### src/include/fbes_pkg.sv
// Constants and types for the flash block erase sequencer.
// Assumes a single 250 MHz core clock.
package fbes_pkg;
    // Clock period in picoseconds
    localparam int unsigned CLK_PERIOD_PS      = 4000;
    // Largest group erase size and its bit index
    localparam int unsigned GROUP_MAX          = 128;
    localparam int unsigned GROUP_MAX_LOG2     = 7;
    // Block number width
    localparam int unsigned BLOCK_W            = 16;
    // Step counter width
    localparam int unsigned STEP_W             = 16;
    // Least gap after a baud rate set exchange, in ns
    localparam int unsigned BAUD_GAP_NS        = 66000;
    localparam int unsigned BAUD_GAP_CYC       = (BAUD_GAP_NS * 1000 + CLK_PERIOD_PS - 1) / CLK_PERIOD_PS;
    // Least block erase processing time, in us
    localparam int unsigned ERASE_MIN_US       = 17500;
    localparam int unsigned ERASE_MIN_CYC      = (ERASE_MIN_US * 1000) / (CLK_PERIOD_PS / 1000) / 1000 * 1000;
    // Count width for all waits
    localparam int unsigned WAIT_W             = 32;

    typedef enum logic [4:0] {
        FBES_IDLE   = 5'h01,
        FBES_PICK   = 5'h02,
        FBES_ERASE  = 5'h04,
        FBES_HOLD   = 5'h08,
        FBES_STATUS = 5'h10
    } fbes_state_t;
endpackage

### src/rtl/fbes_gap_timer.sv
// Down counter that holds busy for a loaded number of cycles.
// Assumes a single clock and asynchronous active-low reset.
`timescale 1ns/1ps
module fbes_gap_timer #(
    parameter int unsigned WIDTH = 32
) (
    input  wire logic             core_clk,
    input  wire logic             reset_n,
    input  wire logic             load,
    input  wire logic [WIDTH-1:0] loadCount,
    output logic                  busy
);
    // Elaboration check on counter width
    if (WIDTH < 1) begin
        $error("Counter width must be at least one bit");
    end

    logic [WIDTH-1:0] count_reg;
    logic [WIDTH-1:0] count_next;

    // =======================================
    // Count
    always_comb begin
        count_next = count_reg;
        if (load) begin
            count_next = loadCount;
        end else if (count_reg != '0) begin
            count_next = count_reg - 1'b1;
        end
    end

    always_ff @(posedge core_clk or negedge reset_n) begin
        if (!reset_n) begin
            count_reg <= '0;
        end else begin
            count_reg <= count_next;
        end
    end

    assign busy = (count_reg != '0);
endmodule

### src/rtl/fbes_sequencer.sv
// Flash block erase sequencer: splits a range into aligned groups.
// Assumes command inputs synchronous to core_clk; the flash array
// answers each group erase with a one-cycle done pulse.
// Function
// - Finish command no earlier than minimum time, then send status
// - Accept next command after baud gap
// - Range erase runs as group steps
// - Group sizes are powers of two
// - Group size not above remaining count
// - Start block divisible by group size
// - Largest size passing both tests wins
// - Search from 128, halving each time
// - Advance start, reduce remaining per step
// - Count group steps of the range
`timescale 1ns/1ps
module fbes_sequencer
    import fbes_pkg::*;
#(
    parameter int unsigned ERASE_MIN_CYCLES = ERASE_MIN_CYC,
    parameter int unsigned BAUD_GAP_CYCLES  = BAUD_GAP_CYC
) (
    input  wire logic                         core_clk,
    input  wire logic                         reset_n,
    input  wire logic                         eraseStart,
    input  wire logic [fbes_pkg::BLOCK_W-1:0] firstBlock,
    input  wire logic [fbes_pkg::BLOCK_W-1:0] blockCount,
    input  wire logic                         baudSetDone,
    input  wire logic                         groupEraseDone,
    output logic                              groupEraseReq,
    output logic [fbes_pkg::BLOCK_W-1:0]      groupStartBlock,
    output logic [fbes_pkg::GROUP_MAX_LOG2:0] groupBlockCount,
    output logic [fbes_pkg::STEP_W-1:0]       stepCount,
    output logic                              statusValid,
    output logic                              busy,
    output logic                              commReady
);
    import fbes_pkg::*;

    // =======================================
    // Elaboration checks
    if (ERASE_MIN_CYCLES < 1 || BAUD_GAP_CYCLES < 1) begin
        $error("Wait counts must be at least one cycle");
    end
    if (GROUP_MAX != (32'h1 << GROUP_MAX_LOG2)) begin
        $error("Largest group must be two to its index");
    end
    if (GROUP_MAX_LOG2 >= BLOCK_W) begin
        $error("Block width too narrow for largest group");
    end
    if (WAIT_W < 2) begin
        $error("Wait counter too narrow");
    end

    fbes_state_t                 state_reg, state_next;
    logic [BLOCK_W-1:0]          start_reg, start_next;
    logic [BLOCK_W-1:0]          remain_reg, remain_next;
    logic [GROUP_MAX_LOG2:0]     group_reg, group_next;
    logic [STEP_W-1:0]           steps_reg, steps_next;
    logic                        req_reg, req_next;
    logic                        status_reg, status_next;
    logic                        busy_reg, busy_next;
    logic                        ready_reg, ready_next;
    logic                        minBusy;
    logic                        gapBusy;
    logic                        minLoad;

    // =======================================
    // Group size choice
    function automatic logic [GROUP_MAX_LOG2:0] pick_group(
        input logic [BLOCK_W-1:0] start,
        input logic [BLOCK_W-1:0] remain
    );
        logic [GROUP_MAX_LOG2:0] size;
        logic [BLOCK_W-1:0]      mask;
        logic                    found;
        size  = '0;
        found = 1'b0;
        for (int i = GROUP_MAX_LOG2; i >= 0; i--) begin
            mask = BLOCK_W'((1 << i) - 1);
            if (!found && (remain >= BLOCK_W'(1 << i)) && ((start & mask) == '0)) begin
                size  = (GROUP_MAX_LOG2 + 1)'(1 << i);
                found = 1'b1;
            end
        end
        return size;
    endfunction

    // =======================================
    // Command acceptance
    function automatic logic gap_clear(
        input logic timerBusy,
        input logic baudPulse
    );
        return !timerBusy && !baudPulse;
    endfunction

    // =======================================
    // Timers
    // minimum processing time
    fbes_gap_timer #(.WIDTH(WAIT_W)) u_min_timer (
        .core_clk  (core_clk),
        .reset_n   (reset_n),
        .load      (minLoad),
        .loadCount (WAIT_W'(ERASE_MIN_CYCLES)),
        .busy      (minBusy)
    );

    fbes_gap_timer #(.WIDTH(WAIT_W)) u_gap_timer (
        .core_clk  (core_clk),
        .reset_n   (reset_n),
        .load      (baudSetDone),
        .loadCount (WAIT_W'(BAUD_GAP_CYCLES)),
        .busy      (gapBusy)
    );

    assign minLoad = (state_reg == FBES_IDLE) && eraseStart && ready_reg;

    // =======================================
    // Sequencer
    always_comb begin
        state_next  = state_reg;
        start_next  = start_reg;
        remain_next = remain_reg;
        group_next  = group_reg;
        steps_next  = steps_reg;
        req_next    = 1'b0;
        status_next = 1'b0;
        busy_next   = busy_reg;
        ready_next  = (state_reg == FBES_IDLE) && gap_clear(gapBusy, baudSetDone);
        unique case (state_reg)
            FBES_IDLE: begin
                if (eraseStart && ready_reg) begin
                    start_next  = firstBlock;
                    remain_next = blockCount;
                    steps_next  = '0;
                    busy_next   = 1'b1;
                    ready_next  = 1'b0;
                    state_next  = (blockCount == '0) ? FBES_HOLD : FBES_PICK;
                end
            end
            FBES_PICK: begin
                group_next = pick_group(start_reg, remain_reg);
                req_next   = 1'b1;
                state_next = FBES_ERASE;
                ready_next = 1'b0;
            end
            FBES_ERASE: begin
                ready_next = 1'b0;
                if (groupEraseDone) begin
                    start_next  = start_reg + BLOCK_W'(group_reg);
                    remain_next = remain_reg - BLOCK_W'(group_reg);
                    steps_next  = steps_reg + 1'b1;
                    state_next  = (remain_reg == BLOCK_W'(group_reg)) ? FBES_HOLD : FBES_PICK;
                end
            end
            FBES_HOLD: begin
                ready_next = 1'b0;
                if (!minBusy) begin
                    status_next = 1'b1;
                    state_next  = FBES_STATUS;
                end
            end
            FBES_STATUS: begin
                busy_next  = 1'b0;
                state_next = FBES_IDLE;
                ready_next = gap_clear(gapBusy, baudSetDone);
            end
            default: begin
                state_next = FBES_IDLE;
                busy_next  = 1'b0;
            end
        endcase
    end

    always_ff @(posedge core_clk or negedge reset_n) begin
        if (!reset_n) begin
            state_reg  <= FBES_IDLE;
            start_reg  <= '0;
            remain_reg <= '0;
            group_reg  <= '0;
            steps_reg  <= '0;
            req_reg    <= 1'b0;
            status_reg <= 1'b0;
            busy_reg   <= 1'b0;
            ready_reg  <= 1'b0;
        end else begin
            state_reg  <= state_next;
            start_reg  <= start_next;
            remain_reg <= remain_next;
            group_reg  <= group_next;
            steps_reg  <= steps_next;
            req_reg    <= req_next;
            status_reg <= status_next;
            busy_reg   <= busy_next;
            ready_reg  <= ready_next;
        end
    end

    // =======================================
    // Outputs
    assign groupEraseReq   = req_reg;
    assign groupStartBlock = start_reg;
    assign groupBlockCount = group_reg;
    assign stepCount       = steps_reg;
    assign statusValid     = status_reg;
    assign busy            = busy_reg;
    assign commReady       = ready_reg;
endmodule

### config.mk
export PLATFORM = sky130hd
export DESIGN_NAME = fbes_sequencer
export DESIGN_NICKNAME = d
export VERILOG_FILES = /design/src/include/fbes_pkg.sv /design/src/rtl/fbes_gap_timer.sv /design/src/rtl/fbes_sequencer.sv
export SDC_FILE = /design/constraint.sdc
export NUM_CORES = 1
export LEC_CHECK = 0
export ABC_AREA = 1
export BUFFER_PORTS_ARGS = -buffer_cell sky130_fd_sc_hd__buf_2
export CAP_MARGIN = 10
export CORE_MARGIN = 8
export CORE_UTILIZATION = 45
export DETAILED_ROUTE_END_ITERATION = 8
export PLACE_DENSITY = 0.64
export SYNTH_ARGS = -nofsm -noshare
export SYNTH_HDL_FRONTEND = slang
export SYNTH_SLANG_ARGS = --single-unit
### constraint.sdc
create_clock -name core_clk -period 1.7 [get_ports core_clk]
set_input_delay 0.085 -clock core_clk [delete_from_list [all_inputs] [get_ports core_clk]]
set_output_delay 0.085 -clock core_clk [all_outputs]
set_load 0.01 [all_outputs]
* Word-level counts from Yosys, hierarchy flattened
Index checks and enable logic that the tools add are counted.
Word-level totals: logic and storage cells 127, bits in registers 129, output and inout bits 44, input port bits 37
Cells by class: order comparisons 8, equal/unequal tests 9, add/subtract/negate cells 5, reduce and logical (&&, ||, !) cells 45, bitwise operators 1, mux-type cells 48
Operator list (count):
- 16-bit logical NOT | 8
- 32-bit 2-to-1 mux | 4
- 16-bit 2-to-1 mux | 6
- 16-bit one-hot mux with 2 select lines | 3
- 8-bit 2-to-1 mux | 8
- 32-bit nonzero test | 2
- 32-bit by 1-bit subtractor with 32-bit output (second input constant) | 2
- 5-bit one-hot mux with 4 select lines | 1
- 1-bit logical AND | 19
- 1-bit 2-to-1 mux | 19
- 16-bit by 1-bit adder with 16-bit output (second input constant) | 1
- 16-bit by 8-bit adder with 16-bit output | 1
- 16-bit by 8-bit equality test with 1-bit output | 1
- 16-bit by 1-bit greater-or-equal comparator with 1-bit output (second input constant) | 1
- 16-bit by 2-bit greater-or-equal comparator with 1-bit output (second input constant) | 1
- 16-bit by 3-bit greater-or-equal comparator with 1-bit output (second input constant) | 1
- 16-bit by 4-bit greater-or-equal comparator with 1-bit output (second input constant) | 1
- 16-bit by 5-bit greater-or-equal comparator with 1-bit output (second input constant) | 1
- 16-bit by 6-bit greater-or-equal comparator with 1-bit output (second input constant) | 1
- 16-bit by 7-bit greater-or-equal comparator with 1-bit output (second input constant) | 1
- 16-bit by 8-bit greater-or-equal comparator with 1-bit output (second input constant) | 1
- 16-bit by 8-bit subtractor with 16-bit output | 1
- 5-bit 2-to-1 mux | 3
- 1-bit logical NOT | 9
- other kinds (15) | 20

* Logic depth before layout (Yosys ltp)
depth in word-level cells 37, mapped depth 14, mapped depth without buffers 14

* Cells and area by module
A second synthesis with hierarchy kept.
Second synthesis, totals: cell total of the unflattened synthesis 1440, area, all modules 9452.8 um^2
Modules (own cells, without submodules):
- fbes_sequencer | area each 4833.4 um^2, seq. area each 1627.8 um^2, cells an instance 734, instances 1
- fbes_gap_timer | area each 2309.7 um^2, seq. area each 800.8 um^2, cells an instance 353, instances 2

* Least setup slack after synthesis
No wires, ideal clock.
kind reg2reg, start point register group_reg[0] (netlist: groupBlockCount[0]), end point register remain_reg[8], data required time 1.583 ns, cell stages (with the launch flop) 13, period minus slack after synthesis 1.870 ns, path slack -0.170 ns, setup time 0.117 ns, data arrival time 1.754 ns, buffers on the path 0, cell sequence dfrtp_1 -> ha_1 -> fa_1 -> inv_1 -> nand3_1 -> nand2_1 -> nand2_1 -> nand2_1 -> nand2_1 -> nand3_1 -> nand3_1 -> nand2_1 -> nand2_1
On the way: cells in the longest elaborated chain, start to end 3
RTL lines:
- start, declared | RTL line fbes_sequencer.sv:57 | logic [GROUP_MAX_LOG2:0] group_reg, group_next;
- start signal, assigned | RTL line fbes_sequencer.sv:190 | group_reg <= group_next;
- 16-bit by 8-bit subtractor with 16-bit output | RTL line fbes_sequencer.sv:151 | remain_next = remain_reg - BLOCK_W'(group_reg);
- 16-bit 2-to-1 mux | RTL line fbes_sequencer.sv:149 | if (groupEraseDone) begin
- 16-bit one-hot mux with 2 select lines | RTL line fbes_sequencer.sv:130 | unique case (state_reg)
- end signal, assigned | RTL line fbes_sequencer.sv:189 | remain_reg <= remain_next;
- end, declared | RTL line fbes_sequencer.sv:56 | logic [BLOCK_W-1:0] remain_reg, remain_next;
No other way between the ends. The select of a mux whose other input is x is not followed. A chain may end at the register's enable or synchronous reset.

* Worst setup path after layout
start point register group_reg[0] (netlist: groupBlockCount[0]), end point register remain_reg[6]
The elaborated chain is that of the path after synthesis.

==> run summary <==
status: complete, but fails checks
failing checks: setup timing
Synth Area in Adders: 0.0322
number of global-route vias before repair: 8,602
Main synth FF type: dfrtp_1
chip height: 154 um
Combinational Power Share: 0.223
Clock Latency Late Sink: 430 ps
clk slew on worst S/H paths: 60 ps
sequential area share after synthesis: 0.374
Final Core Density: 0.659
Relative slew margins: 0.687
Crit Path Category: flop to flop
post-synth design cell area: 0.00863 mm2
fin nets: 1,596
crit-path max FO: 4
clk sinks: 129
Hold Slack: 21.6 ps
Critical R2R Capture: remain_reg[6]
switching power: 2.73 mW
largest net degree at the start of global routing: 44
Tcrit/Tclk final: 1.09
IO Count: 81
Area growth, synth to finish: 43.3%
mux cell area share after synthesis: 0
internal power: 6.36 mW
syn avg cell area: 6.79 um2
cell at the root of the clock tree: clkbuf_16
hold crit path type: input port to flop
port bufs: 80
Residual DRC: 0
pwr/cell area: 735 mW/mm2
Hold Path Origin: blockCount[9]
Slew Viols, Final: 0
Simple-Gate Fraction of Synth Area: 0.392
Post-Syn Nets: 1,329
Sw Ratio: 0.300
Area contributors post-synth: dfrtp_1 37%, nand2_1 15%, nor2_1 8.9%, inv_1 6.4%, nand3_1 6.3%
vias per inst: 5.20
Hold Path Depth: 5
CP endpoint kind: flop
FF+latch count, synth: 129
Fin. Hold Viols: 0
placed cell area: 0.0104 mm2
row count: 50
XOR/XNOR Fraction of Synth Area: 0.0376
reg2reg start: groupBlockCount[0]
slew at the pin closest to its max-slew limit: 469 ps
H-tree depth: 4
final cell count without fillers: 1,785
die width: 154 um
share of power burned in registers: 0.366
Leakage Power: 6.42 nW
Ys Warns: 0
final setup vio count: 16
most frequent cells in the layout: 302 x nand2_1, 153 x nor2_1, 149 x buf_4
Final Wtd Congestion: 0.918
Hold Path End: remain_reg[9]
first-pass GRT wire length: 42,700 um
Compound-Gate Fraction of Synth Area: 0.0802
dpl hpwl: 18,900 um
clock share of power: 0.410
Distinct cells, synth: 45
CTS tree: built
Die ar.: 0.0239 mm2
synthesized instance count: 1,271
Post-synth EDFFs: 0
number of buffers created by CTS: 17
WL/cell: 15.4 um
most common cell after layout, fill and taps aside: nand2_1
grt ovf: 0
post-synth top area share: 0.371
Initial DRT Pass Iterations: 7
post-synth top area cell: dfrtp_1
worst reg2reg path depth: 11
dpl ws: -127 ps
CTS Buffer Depth: 2
Async SR Flop Fraction: 1.00
achievable clock frequency: 0.539 GHz
finished layout cell area: 0.0124 mm2
share of cells above drive strength 1: 0.324
via count: 9,277
R2R Setup Slk: -150 ps
CP arrival: 2210 ps
# diodes: 0
Final ANT Viol Nets: 0
antenna violations before repair: 0
routed wire length: 27,500 um
worst setup margin: -155 ps
Startpoint Class: flop
placed insts: 1,694
Core Area: 0.0188 mm2
critical path required time: 2050 ps
Starting Density: 0.460
Worst Skew: 6.96 ps
largest family of logic cells by synthesized area: simple AND/OR/NAND/NOR gates
initial drt markers: 615
max_cap viols: 0
Total GRT Usage: 0.218
Final min period: 1850 ps
Peak supply drop: 718 uV
RSZ-0062 raised after global routing: true
==> critical path: stages (launching register included) <==
cell and delay [ps]:
dfrtp_1 410, ha_2 220, fa_2 410, inv_2 60, nand3_2 50, nand2_2 80, nand2_2 60, nand2_4 80
buf_4 110, or2_2 100, nand2_1 50, a21boi_1 130
==> metal layers <==
metal | global-route usage | routed length [um] | share of wire | vias to the layer above
li1 | - | - | - | 4630
met1 | 0.285 | 12100 | 0.44 | 4368
met2 | 0.365 | 13500 | 0.49 | 240
met3 | 0.0401 | 1450 | 0.053 | 39
met4 | 0.0593 | 411 | 0.015 | 0
met5 | 0 | 0 | 0 | -
==> kinds of logic after synthesis <==
| group | Yosys count |
|---|---|
| AO/OA/AOI/OAI | 121 |
| adder cells (fa/ha/maj) | 21 |
| AND/OR/NAND/NOR | 783 |
| XOR/XNOR | 37 |
| buffers and inverters | 180 |
| flip-flops | 129 |
==> synthesized netlist by cell type, types with 2 or more instances <==
| master | number |
|---|---|
| and2_1 | 2 |
| fa_1 | 2 |
| ha_1 | 19 |
| o21ai_1 | 6 |
| dfrtp_1 | 128 |
| clkbuf_1 | 11 |
| a21boi_1 | 3 |
| inv_2 | 4 |
| o31ai_1 | 5 |
| or2_2 | 9 |
| a31o_2 | 4 |
| a21oi_1 | 40 |
| o21bai_1 | 3 |
| buf_2 | 15 |
| o22ai_1 | 4 |
| xnor2_1 | 8 |
| nor3_1 | 39 |
| nand4_1 | 35 |
| nor2_1 | 205 |
| nand3b_1 | 3 |
| inv_1 | 146 |
| nor3b_1 | 2 |
| xor2_1 | 29 |
| nand2_1 | 350 |
| o21ai_0 | 44 |
| nor4_1 | 4 |
| nand3_2 | 2 |
| nand3_1 | 108 |
| nor2_4 | 2 |
| nor2_2 | 17 |
| o211ai_1 | 7 |
| a21boi_0 | 2 |
==> power by group through the flow <==
stage	Sequential [mW]	Clock (mW)	Combinational [mW]
finish	3.33	3.73	2.03
floorplan	3.37	0	0.902
CTS	3.31	3.79	1.79
global route	3.34	3.90	2.25
detailed placement	3.34	0	1.65
global placement	3.34	0	1.64
==> final cells by class <==
cell class                      count  area (um2)
Fill cell                        1584        6400
Multi-Input combinational cell    962        5480
Sequential cell                   129        3230
Timing Repair Buffer              277        2190
Inverter                          151         577
Clock buffer                       20         457
Tap cell                          234         293
Clock inverter                     12         135
==> worst max-delay path by stage <==
stage | endpoint | slack (ps) | start
after floorplan | groupStartBlock[14] | -50 | groupBlockCount[0]
after global placement | u_min_timer.count_reg[17] | -110 | u_min_timer.count_reg[4]
after detailed placement | u_min_timer.count_reg[22] | -130 | u_min_timer.count_reg[4]
after CTS | remain_reg[14] | -90 | groupBlockCount[0]
after global routing | remain_reg[12] | -260 | groupBlockCount[0]
final | remain_reg[6] | -150 | groupBlockCount[0]
==> through the flow <==
| step | TNS [ps] | total power [mW] |
|---|---|---|
| after floorplan | -464 | 4.27 |
| after global placement | -929 | 4.98 |
| after detailed placement | -1940 | 4.99 |
| after CTS | -542 | 8.89 |
| after global routing | -5420 | 9.50 |
| final | -1260 | 9.09 |
==> repair_timing <==
item | CTS | global route
pin swaps | 7 | 60
gates cloned | 0 | 4
endpoints found under the hold margin | 116 | 0
setup buffers | 10 | 20
hold buffers | 25 | 0
gates resized for setup | 32 | 187
setup endpoints to repair | 43 | 113
(Power assumes the default switching activity.)
